==> src/rtl/serial_bus_pkg.sv <==
// Constants, types and timing for the two-wire serial bus master.
package serial_bus_pkg;

    // ------------------------------------------------------------------
    // Timing.
    // ------------------------------------------------------------------
    localparam int CLK_FREQ_KHZ = 25000;
    // A quarter of one serial bit; four quarters give close to 100 kHz.
    localparam int QUARTER_NS   = 2500;
    // Least time, so rounded up to whole cycles.
    localparam int QUARTER_CYC  = (QUARTER_NS * CLK_FREQ_KHZ + 999999) / 1000000;
    // Cycles after reset release before the straps are taken.
    localparam logic [1:0] STRAP_SETTLE = 2'h3;

    // ------------------------------------------------------------------
    // Status byte layout.
    // ------------------------------------------------------------------
    localparam int LOAD_ERR_BIT   = 0;
    localparam int NACK_ERR_BIT   = 1;
    localparam int BUS_DETECT_BIT = 3;
    localparam int REQ_BUSY_BIT   = 5;

    // ------------------------------------------------------------------
    // Serial EEPROM loader layout.
    // ------------------------------------------------------------------
    localparam logic [6:0] EEPROM_ADDR  = 7'h50;
    localparam logic [7:0] END_OF_LIST  = 8'hff;
    localparam logic [7:0] REF_FIRST    = 8'h01;
    localparam logic [7:0] REF_LAST     = 8'h04;
    localparam logic [7:0] ENTRY_STRIDE = 8'h08;
    localparam logic [2:0] DATA_BYTES   = 3'h4;
    localparam logic [3:0] ACK_SLOT     = 4'h8;

    // ------------------------------------------------------------------
    // Types.
    // ------------------------------------------------------------------
    typedef enum logic [1:0] {SYM_START, SYM_TX, SYM_RX, SYM_STOP} sym_t;

    typedef struct packed {
        logic [6:0] targetAddressField;
        logic       directionBit;
        logic [7:0] index;
        logic [7:0] data;
    } sw_req_t;

    typedef struct packed {
        logic [7:0]  offsetRef;
        logic [31:0] word;
    } load_out_t;

endpackage

==> src/rtl/serial_bus_master.sv <==
// Two-wire serial bus master with software byte access and EEPROM loader.
`timescale 1ns/10ps

// Functional notes
// - Both strap pins pulled up at reset sets the bus detect flag.
// - Bus detect flag clears only on a written one.
// - When detected, clock goes to shared pin 4, data to shared pin 1.
// - Serial clock runs close to 100 kHz during transfers.
// - Both lines are open drain: pulled low or released.
// - At most 100 kbit/s, seven-bit slave addresses only.
// - Start is data falling while clock is high.
// - Stop is data rising while clock is high.
// - Data changes only while the clock is low.
// - Eight-bit bytes, each followed by one acknowledge bit.
// - Acknowledge is data held low through the ninth clock high.
// - This block is the only master and makes the clock.
// - Clock line released and still when no cycle runs.
// - Software does byte reads and writes; loader alone does multi-byte reads.
// - Byte write: start, address, write bit, index, data, acknowledges, stop.
// - Missing acknowledge sets an error status bit.
// - Byte read follows the write sequence with direction one; code does address, write bit, index, restart, address, read bit, data, stop.
// - As receiver the master drives the acknowledge slot.
// - Slave drives data during read bits; master keeps the clock.
// - A slave address write launches a transaction with address and direction.
// - Busy flag set while a request runs, cleared after read data stored.
// - Loader reads offset references and four data bytes, ends at FFh.
// - Undefined EEPROM content aborts loading and sets the load error flag.
module serial_bus_master (
    // Clock and reset.
    input  wire logic                      clock,
    input  wire logic                      reset,
    // Strap pins, sampled after reset.
    input  wire logic                      strapPinA,
    input  wire logic                      strapPinB,
    // Shared pin 1 carries serial data.
    input  wire logic                      sharedPin1In,
    output wire logic                      sharedPin1Out,
    output wire logic                      sharedPin1Oe,
    // Shared pin 4 carries serial clock.
    input  wire logic                      sharedPin4In,
    output wire logic                      sharedPin4Out,
    output wire logic                      sharedPin4Oe,
    // Software request, one pulse per slave address write.
    input  wire logic                      swReqValid,
    input  wire serial_bus_pkg::sw_req_t   swReq,
    // Status byte write, ones clear flags.
    input  wire logic                      statusWrite,
    input  wire logic [7:0]                statusWdata,
    // Status and received data.
    output logic      [7:0]                ctlStatus,
    output wire logic [7:0]                readData,
    // Loader results.
    output wire logic                      loaderBusy,
    output wire logic                      loadValid,
    output wire serial_bus_pkg::load_out_t loadOut
);

    typedef enum {ST_IDLE, ST_START, ST_SLAW, ST_INDEX, ST_WDATA,
                  ST_RESTART, ST_SLAR, ST_RDATA, ST_STOP} state_t;

    // ------------------------------------------------------------------
    // Input synchronisers.
    // ------------------------------------------------------------------
    logic [1:0] strapASync_q;
    logic [1:0] strapBSync_q;
    logic [1:0] sdaSync_q;
    logic [1:0] sclSync_q;

    // Every pin passes two flip-flops before any logic reads it.
    always_ff @(posedge clock or posedge reset) begin
        if (reset) begin
            strapASync_q <= 2'h0;
            strapBSync_q <= 2'h0;
            sdaSync_q    <= 2'h3;
            sclSync_q    <= 2'h3;
        end else begin
            strapASync_q <= {strapASync_q[0], strapPinA};
            strapBSync_q <= {strapBSync_q[0], strapPinB};
            sdaSync_q    <= {sdaSync_q[0], sharedPin1In};
            sclSync_q    <= {sclSync_q[0], sharedPin4In};
        end
    end

    // ------------------------------------------------------------------
    // Strap capture.
    // ------------------------------------------------------------------
    logic [1:0] settle_q;
    logic       strapDone_q;
    logic       detected_q;
    logic       strapCaught;
    logic       bothHigh;

    assign strapCaught = !strapDone_q && (settle_q == serial_bus_pkg::STRAP_SETTLE);
    assign bothHigh    = strapASync_q[1] && strapBSync_q[1];

    // Straps are taken once, a few cycles after reset release.
    always_ff @(posedge clock or posedge reset) begin
        if (reset) begin
            settle_q    <= 2'h0;
            strapDone_q <= 1'b0;
            detected_q  <= 1'b0;
        end else if (!strapDone_q) begin
            settle_q <= settle_q + 2'h1;
            if (strapCaught) begin
                strapDone_q <= 1'b1;
                detected_q  <= bothHigh;
            end
        end
    end

    // ------------------------------------------------------------------
    // Bit engine.
    // ------------------------------------------------------------------
    state_t               state_q;
    serial_bus_pkg::sym_t sym;
    logic [5:0]           tick_q;
    logic [1:0]           quarter_q;
    logic [3:0]           bitIdx_q;
    logic [7:0]           rx_q;
    logic                 ackSeen_q;
    logic                 sclLow_q;
    logic                 sdaLow_q;
    logic                 sclLowD;
    logic                 sdaLowD;
    logic                 tickEnd;
    logic                 stretchWait;
    logic                 bitStep;
    logic                 symDone;
    logic [7:0]           txByte;
    logic [7:0]           txShifted;
    logic                 lastByte;

    // Symbol issued by each sequencer state.
    always_comb begin
        case (state_q)
            ST_START, ST_RESTART: sym = serial_bus_pkg::SYM_START;
            ST_RDATA:             sym = serial_bus_pkg::SYM_RX;
            ST_STOP, ST_IDLE:     sym = serial_bus_pkg::SYM_STOP;
            default:              sym = serial_bus_pkg::SYM_TX;
        endcase
    end

    assign tickEnd     = tick_q == 6'(serial_bus_pkg::QUARTER_CYC - 1);
    assign stretchWait = !sclLow_q && !sclSync_q[1];
    assign bitStep     = (state_q != ST_IDLE) && tickEnd && !stretchWait;
    assign symDone     = bitStep && (quarter_q == 2'h3)
                         && (sym == serial_bus_pkg::SYM_START
                             || sym == serial_bus_pkg::SYM_STOP
                             || bitIdx_q == serial_bus_pkg::ACK_SLOT);

    // Quarter-bit divider from the host clock; waits while the released clock line still reads low.
    always_ff @(posedge clock or posedge reset) begin
        if (reset) begin
            tick_q <= 6'h0;
        end else if (state_q == ST_IDLE || tickEnd) begin
            tick_q <= 6'h0;
        end else if (!stretchWait) begin
            tick_q <= tick_q + 6'h1;
        end
    end

    // Quarter and bit position within the current symbol.
    always_ff @(posedge clock or posedge reset) begin
        if (reset) begin
            quarter_q <= 2'h0;
            bitIdx_q  <= 4'h0;
        end else if (state_q == ST_IDLE) begin
            quarter_q <= 2'h0;
            bitIdx_q  <= 4'h0;
        end else if (bitStep) begin
            quarter_q <= quarter_q + 2'h1;
            if (quarter_q == 2'h3) begin
                bitIdx_q <= symDone ? 4'h0 : bitIdx_q + 4'h1;
            end
        end
    end

    // Data is sampled at the end of the clock high phase.
    always_ff @(posedge clock or posedge reset) begin
        if (reset) begin
            rx_q      <= 8'h0;
            ackSeen_q <= 1'b0;
        end else if (bitStep && quarter_q == 2'h2) begin
            if (bitIdx_q < serial_bus_pkg::ACK_SLOT) begin
                rx_q <= {rx_q[6:0], sdaSync_q[1]};
            end else begin
                ackSeen_q <= !sdaSync_q[1];
            end
        end
    end

    assign txShifted = txByte << bitIdx_q[2:0];

    // Line drives per quarter: data bits hold the clock low in quarters 3 and 0, high in 1 and 2; stop holds it low in quarter 0 only.
    always_comb begin
        sclLowD = 1'b0;
        sdaLowD = 1'b0;
        case (sym)
            serial_bus_pkg::SYM_START: begin
                sclLowD = (quarter_q == 2'h0) ? sclLow_q : (quarter_q == 2'h3);
                sdaLowD = quarter_q[1];
            end
            serial_bus_pkg::SYM_STOP: begin
                sclLowD = (state_q != ST_IDLE) && (quarter_q == 2'h0);
                sdaLowD = (state_q != ST_IDLE) && !quarter_q[1];
            end
            serial_bus_pkg::SYM_TX: begin
                sclLowD = (quarter_q == 2'h0) || (quarter_q == 2'h3);
                sdaLowD = (bitIdx_q < serial_bus_pkg::ACK_SLOT) && !txShifted[7];
            end
            serial_bus_pkg::SYM_RX: begin
                sclLowD = (quarter_q == 2'h0) || (quarter_q == 2'h3);
                sdaLowD = (bitIdx_q == serial_bus_pkg::ACK_SLOT) && !lastByte;
            end
            default: begin
                sclLowD = 1'b0;
                sdaLowD = 1'b0;
            end
        endcase
    end

    // Open-drain drive registers.
    always_ff @(posedge clock or posedge reset) begin
        if (reset) begin
            sclLow_q <= 1'b0;
            sdaLow_q <= 1'b0;
        end else begin
            sclLow_q <= sclLowD;
            sdaLow_q <= sdaLowD;
        end
    end

    // Pins only pull low, and only once the bus has been detected.
    assign sharedPin4Out = 1'b0;
    assign sharedPin1Out = 1'b0;
    assign sharedPin4Oe  = detected_q && sclLow_q;
    assign sharedPin1Oe  = detected_q && sdaLow_q;

    // ------------------------------------------------------------------
    // Transaction sequencer.
    // ------------------------------------------------------------------
    serial_bus_pkg::sw_req_t   curReq_q;
    serial_bus_pkg::load_out_t loadOut_q;
    logic                      loading_q;
    logic                      busy_q;
    logic                      loadValid_q;
    logic [7:0]                base_q;
    logic [7:0]                lastRef_q;
    logic [2:0]                byteCnt_q;
    logic [31:0]               word_q;
    logic [7:0]                rdData_q;
    logic                      isRead;
    logic                      refOk;
    logic                      refBad;
    logic                      txState;
    logic                      nackEvent;

    assign isRead  = loading_q || curReq_q.directionBit;
    assign refOk   = rx_q >= serial_bus_pkg::REF_FIRST && rx_q <= serial_bus_pkg::REF_LAST
                     && rx_q > lastRef_q;
    assign txState = state_q == ST_SLAW || state_q == ST_INDEX
                     || state_q == ST_WDATA || state_q == ST_SLAR;
    assign nackEvent = symDone && txState && !ackSeen_q;
    assign refBad  = symDone && state_q == ST_RDATA && loading_q && byteCnt_q == 3'h0
                     && rx_q != serial_bus_pkg::END_OF_LIST && !refOk;

    // The last byte of a read takes no acknowledge so the slave frees the line.
    always_comb begin
        if (!loading_q) begin
            lastByte = 1'b1;
        end else if (byteCnt_q == 3'h0) begin
            lastByte = rx_q == serial_bus_pkg::END_OF_LIST || !refOk;
        end else begin
            lastByte = byteCnt_q == serial_bus_pkg::DATA_BYTES;
        end
    end

    // Byte sent in each transmit state.
    always_comb begin
        case (state_q)
            ST_SLAW: txByte = {loading_q ? serial_bus_pkg::EEPROM_ADDR
                                         : curReq_q.targetAddressField, 1'b0};
            ST_SLAR: txByte = {loading_q ? serial_bus_pkg::EEPROM_ADDR
                                         : curReq_q.targetAddressField, 1'b1};
            ST_INDEX: txByte = loading_q ? base_q : curReq_q.index;
            ST_WDATA: txByte = curReq_q.data;
            default:  txByte = 8'h0;
        endcase
    end

    // Step through start, address, index, data and stop for each transfer.
    always_ff @(posedge clock or posedge reset) begin
        if (reset) begin
            state_q     <= ST_IDLE;
            curReq_q    <= '0;
            loading_q   <= 1'b0;
            busy_q      <= 1'b0;
            base_q      <= 8'h0;
            lastRef_q   <= 8'h0;
            byteCnt_q   <= 3'h0;
            word_q      <= 32'h0;
            rdData_q    <= 8'h0;
            loadOut_q   <= '0;
            loadValid_q <= 1'b0;
        end else begin
            loadValid_q <= 1'b0;
            if (strapCaught && bothHigh) begin
                loading_q <= 1'b1;
            end
            case (state_q)
                ST_IDLE: begin
                    if (loading_q) begin
                        state_q <= ST_START;
                    end else if (swReqValid && detected_q) begin
                        curReq_q <= swReq;
                        busy_q   <= 1'b1;
                        state_q  <= ST_START;
                    end
                end
                ST_START: if (symDone) state_q <= ST_SLAW;
                ST_SLAW: if (symDone) state_q <= ackSeen_q ? ST_INDEX : ST_STOP;
                ST_INDEX: begin
                    if (symDone) begin
                        if (!ackSeen_q) begin
                            state_q <= ST_STOP;
                        end else begin
                            state_q <= isRead ? ST_RESTART : ST_WDATA;
                        end
                    end
                end
                ST_WDATA: if (symDone) state_q <= ST_STOP;
                ST_RESTART: if (symDone) state_q <= ST_SLAR;
                ST_SLAR: begin
                    if (symDone) begin
                        state_q   <= ackSeen_q ? ST_RDATA : ST_STOP;
                        byteCnt_q <= 3'h0;
                    end
                end
                ST_RDATA: begin
                    if (symDone) begin
                        if (!loading_q) begin
                            rdData_q <= rx_q;
                            state_q  <= ST_STOP;
                        end else if (byteCnt_q == 3'h0) begin
                            if (lastByte) begin
                                loading_q <= 1'b0;
                                state_q   <= ST_STOP;
                            end else begin
                                loadOut_q.offsetRef <= rx_q;
                                lastRef_q <= rx_q;
                                byteCnt_q <= 3'h1;
                            end
                        end else begin
                            word_q <= {word_q[23:0], rx_q};
                            if (lastByte) begin
                                loadOut_q.word <= {word_q[23:0], rx_q};
                                loadValid_q    <= 1'b1;
                                base_q         <= base_q + serial_bus_pkg::ENTRY_STRIDE;
                                state_q        <= ST_STOP;
                            end else begin
                                byteCnt_q <= byteCnt_q + 3'h1;
                            end
                        end
                    end
                end
                ST_STOP: begin
                    if (symDone) begin
                        state_q <= ST_IDLE;
                        busy_q  <= 1'b0;
                    end
                end
                default: state_q <= ST_IDLE;
            endcase
            if (nackEvent && loading_q) begin
                loading_q <= 1'b0;
            end
        end
    end

    // ------------------------------------------------------------------
    // Status flags; a set in the same cycle as a clear wins.
    // ------------------------------------------------------------------
    logic detectFlag_q;
    logic nackErr_q;
    logic loadErr_q;

    always_ff @(posedge clock or posedge reset) begin
        if (reset) begin
            detectFlag_q <= 1'b0;
            nackErr_q    <= 1'b0;
            loadErr_q    <= 1'b0;
        end else begin
            if (strapCaught && bothHigh) begin
                detectFlag_q <= 1'b1;
            end else if (statusWrite && statusWdata[serial_bus_pkg::BUS_DETECT_BIT]) begin
                detectFlag_q <= 1'b0;
            end
            if (nackEvent && !loading_q) begin
                nackErr_q <= 1'b1;
            end else if (statusWrite && statusWdata[serial_bus_pkg::NACK_ERR_BIT]) begin
                nackErr_q <= 1'b0;
            end
            if (refBad || (nackEvent && loading_q)) begin
                loadErr_q <= 1'b1;
            end else if (statusWrite && statusWdata[serial_bus_pkg::LOAD_ERR_BIT]) begin
                loadErr_q <= 1'b0;
            end
        end
    end

    // Status byte assembled from the flags.
    always_comb begin
        ctlStatus = 8'h0;
        ctlStatus[serial_bus_pkg::LOAD_ERR_BIT]   = loadErr_q;
        ctlStatus[serial_bus_pkg::NACK_ERR_BIT]   = nackErr_q;
        ctlStatus[serial_bus_pkg::BUS_DETECT_BIT] = detectFlag_q;
        ctlStatus[serial_bus_pkg::REQ_BUSY_BIT]   = busy_q;
    end

    assign readData   = rdData_q;
    // The loader reads as busy until its closing stop has finished.
    assign loaderBusy = loading_q || (state_q != ST_IDLE && !busy_q);
    assign loadValid  = loadValid_q;
    assign loadOut    = loadOut_q;

endmodule

==> config.mk <==
export PLATFORM = sky130hd
export DESIGN_NAME = serial_bus_master
export DESIGN_NICKNAME = d
export VERILOG_FILES = /design/src/rtl/serial_bus_pkg.sv /design/src/rtl/serial_bus_master.sv
export SDC_FILE = /design/constraint.sdc
export NUM_CORES = 1
export LEC_CHECK = 0
export BUFFER_PORTS_ARGS = -buffer_cell sky130_fd_sc_hd__buf_2
export CAP_MARGIN = 5
export CORE_MARGIN = 2
export CORE_UTILIZATION = 45
export CTS_CLUSTER_DIAMETER = 100
export DETAILED_ROUTE_END_ITERATION = 8
export GPL_ROUTABILITY_DRIVEN = 0
export PLACE_DENSITY = 0.71
export SLEW_MARGIN = 30
export SYNTH_ARGS = -nofsm -noshare
export SYNTH_HDL_FRONTEND = slang
export SYNTH_SLANG_ARGS = --single-unit
==> constraint.sdc <==
create_clock -name clock -period 14.2 [get_ports clock]
set_input_delay 2.13 -clock clock [delete_from_list [all_inputs] [get_ports clock]]
set_output_delay 2.13 -clock clock [all_outputs]
set_load 0.05 [all_outputs]
==> qor.txt <==
Detailed Routing Iterations Pass 1 = 7
Share of the synthesized area in the top cell type = 0.529
I/O Pins = 102
Internal power = 0.856 mW
Total track usage = 0.184
CTS max path bufs = 2
Placed cell areas = 7430 um^2
Worst VDD drop = 0.0954 mV
Outcome = finished clean
Layout area overhead = 17.8%
Horiz. Die Dim = 127 um
GR Overflow Total = 0
Worst slew pin tran = 0.935 ns
Syn_area_per_cell = 12.4 um^2
Worst Path Required = 12.07 ns
TritonCTS Buffers = 17
Reg2reg setup slack = 10.91 ns
Register bit total from synthesis = 149
Core Box Area = 15000 um^2
Cells after Synth = 551
Final ANT Viol Nets = 0
Final hold violation count = 0
DRT iter0 DRCs = 364
Post-route cell area = 8080 um^2
YS warnings = 0
CTS Sinks = 149
Max-Cap Viols = 0
Setup TNS = 0 ns
FFs w/ async S/R, synth = 1.00
Clk Latency, worst-skew pair = 0.43 ns
Hold slack = 0.353 ns
CTS root buf = clkbuf_16
First-pass GRT wire length = 23600 um
Vias in the first global route = 4747
Routed wire length = 14300 um
Non-filler cells, final = 838
Synth cell count leaders = dfrtp_1, mux2_2, nand2_1
CTS tree = built
Setup Viol. Count Final = 0
Synth area leader = dfrtp_1
Largest net degree at the start of global routing = 79
Final min period = 4.24 ns
CTS Hold Bufs = 0
CP Data Arrival Time = 2.11 ns
Synth top area cells = dfrtp_1, mux2_2, mux2_4
Cts repair resizes = 0
Die area = 16200 um^2
Most common cell in the netlist = dfrtp_1
Hold Path Stages = 0
Initial antenna violation count = 0
Vias per inst = 5.57
Startpoint Class = flip-flop
Unrepaired setup endpoints after global routing = false
Cell variety after synth = 63
Clock Pin Slew Worst Setup and Hold Paths = 0.06 ns
Combinational Power Share = 0.151
Final period util = 0.298
Post-Synthesis Cell Area = 6860 um^2
Final Max Slew Viols = 0
Sw frac = 0.279
Worst Hold Path EP = strapASync_q[1]
Crit end category = output pin
Clk network pwr share = 0.410
ANT cells = 0
Initial Util = 0.456
Min-delay src = strapASync_q[0]
Psw = 0.331 mW
Layout Nets = 697
Reg2Reg Launch Point = state_q[1]
Lkg Pwr = 4.01 nW
Slew margin rel. = 0.373
Reg2Reg Depth = 6
Vias = 4668
Type of the worst setup path = reg2out
DR WL/cell = 17.0 um
Die Y = 127 um
Row cnt = 45
Clock skew = 0.00702 ns
EDFF count, synth = 0
CP Max Fanout = 23
Post-DP HPWL = 9920 um
Layout cell share with drive strength beyond 1 = 0.380
Sequential area share after synthesis = 0.544
Synth Flop Type = dfrtp_1
# DRC = 0
Fmax = 236 MHz
Min-Delay Path Class = reg2reg
RR Endpoint = loadOut[25]
Pwr Density = 147 nW/um^2
Sequential power share = 0.439
Inst Count DP = 807
# port buffers = 90
H-tree depth = 4
Setup Fix Bufs, Post-CTS = 0
-- logic make-up (layout without fill, tap and decap cells) --
logic type | Yosys count | count (layout) | share of synthesized area
adders and majority gates | 19 | 19 | 0.0347
muxes | 106 | 106 | 0.184
AOI/OAI and AO/OA | 79 | 79 | 0.0764
DFF | 149 | 149 | 0.544
buffers and inverters | 54 | 148 | 0.0383
other | 1 | 6 | 0.000547
and+or+nand+nor | 131 | 131 | 0.107
xor gates and xnor gates | 12 | 12 | 0.0153
-- worst max path at each step --
stage,start,end,slack [ns],cells after the start
after floorplan,reset,ackSeen_q,8.07,1
after global placement,state_q[3],loaderBusy,10.36,3
after detailed placement,swReqValid,curReq_q[22],10.34,5
after CTS,state_q[3],loaderBusy,9.93,3
after global routing,state_q[1],loaderBusy,9.80,3
final,state_q[1],loaderBusy,9.96,3
-- registers in the layout, indices dropped and copies added (netlist names), 3 cells and up --
| signal | cells |
|---|---|
| word_q | 24 |
| byteCnt_q | 3 |
| tick_q | 6 |
| state_q | 4 |
| readData | 8 |
| base_q | 5 |
| loadOut | 32 |
| lastRef_q | 8 |
| rx_q | 8 |
| curReq_q | 24 |
| bitIdx_q | 4 |
-- critical path, stage by stage, from the launching register on --
cell	delay (ns)
dfrtp_1	0.63
nor4_2	0.59
o21ai_0	0.20
buf_2	0.26
-- through the flow --
stage,power [mW],setup slack [ns],utilization
2_1_floorplan,0.659,8.07,-
3_3_place_gp,0.697,10.36,0.494
3_5_place_dp,0.708,10.34,0.495
4_1_cts,1.20,9.93,0.537
5_1_grt,1.24,9.80,0.538
6_report,1.19,9.96,0.538
-- layout make-up --
cell class	count	area, um^2
Tap cell	188	235
Inverter	23	91.3
Clock buffer	19	453
Sequential cell	149	3730
Multi-Input combinational cell	353	2890
Timing Repair Buffer	94	484
Fill cell	1277	6950
Clock inverter	12	190
-- metal layers --
layer,part of all wire,vias to the layer above,wire length [um],GRT usage
met4,0.015,0,209,0.0756
li1,-,2147,-,-
met5,0,-,0,0
met3,0.050,20,715,0.0461
met1,0.45,2346,6440,0.250
met2,0.48,155,6890,0.285
-- power groups by stage --
stage | clock network, mW | registers (mW) | logic (mW)
3_5_place_dp | 0 | 0.528 | 0.180
3_3_place_gp | 0 | 0.526 | 0.172
6_report | 0.486 | 0.521 | 0.179
2_1_floorplan | 0 | 0.498 | 0.161
4_1_cts | 0.495 | 0.520 | 0.180
5_1_grt | 0.516 | 0.528 | 0.198
-- layout by cell type, fill, tap and decap left out, types with 9 or more instances in the layout --
cell       instances
and2_1             9
nand4_1           10
nor2_1            25
buf_2             90
clkbuf_16         17
o21ai_0           19
ha_1              19
nand3_1           16
nand2_1           29
mux2_4            18
dfrtp_1          145
inv_1             22
mux2_2            86
a21oi_1           19
(Power assumes the default switching activity.)
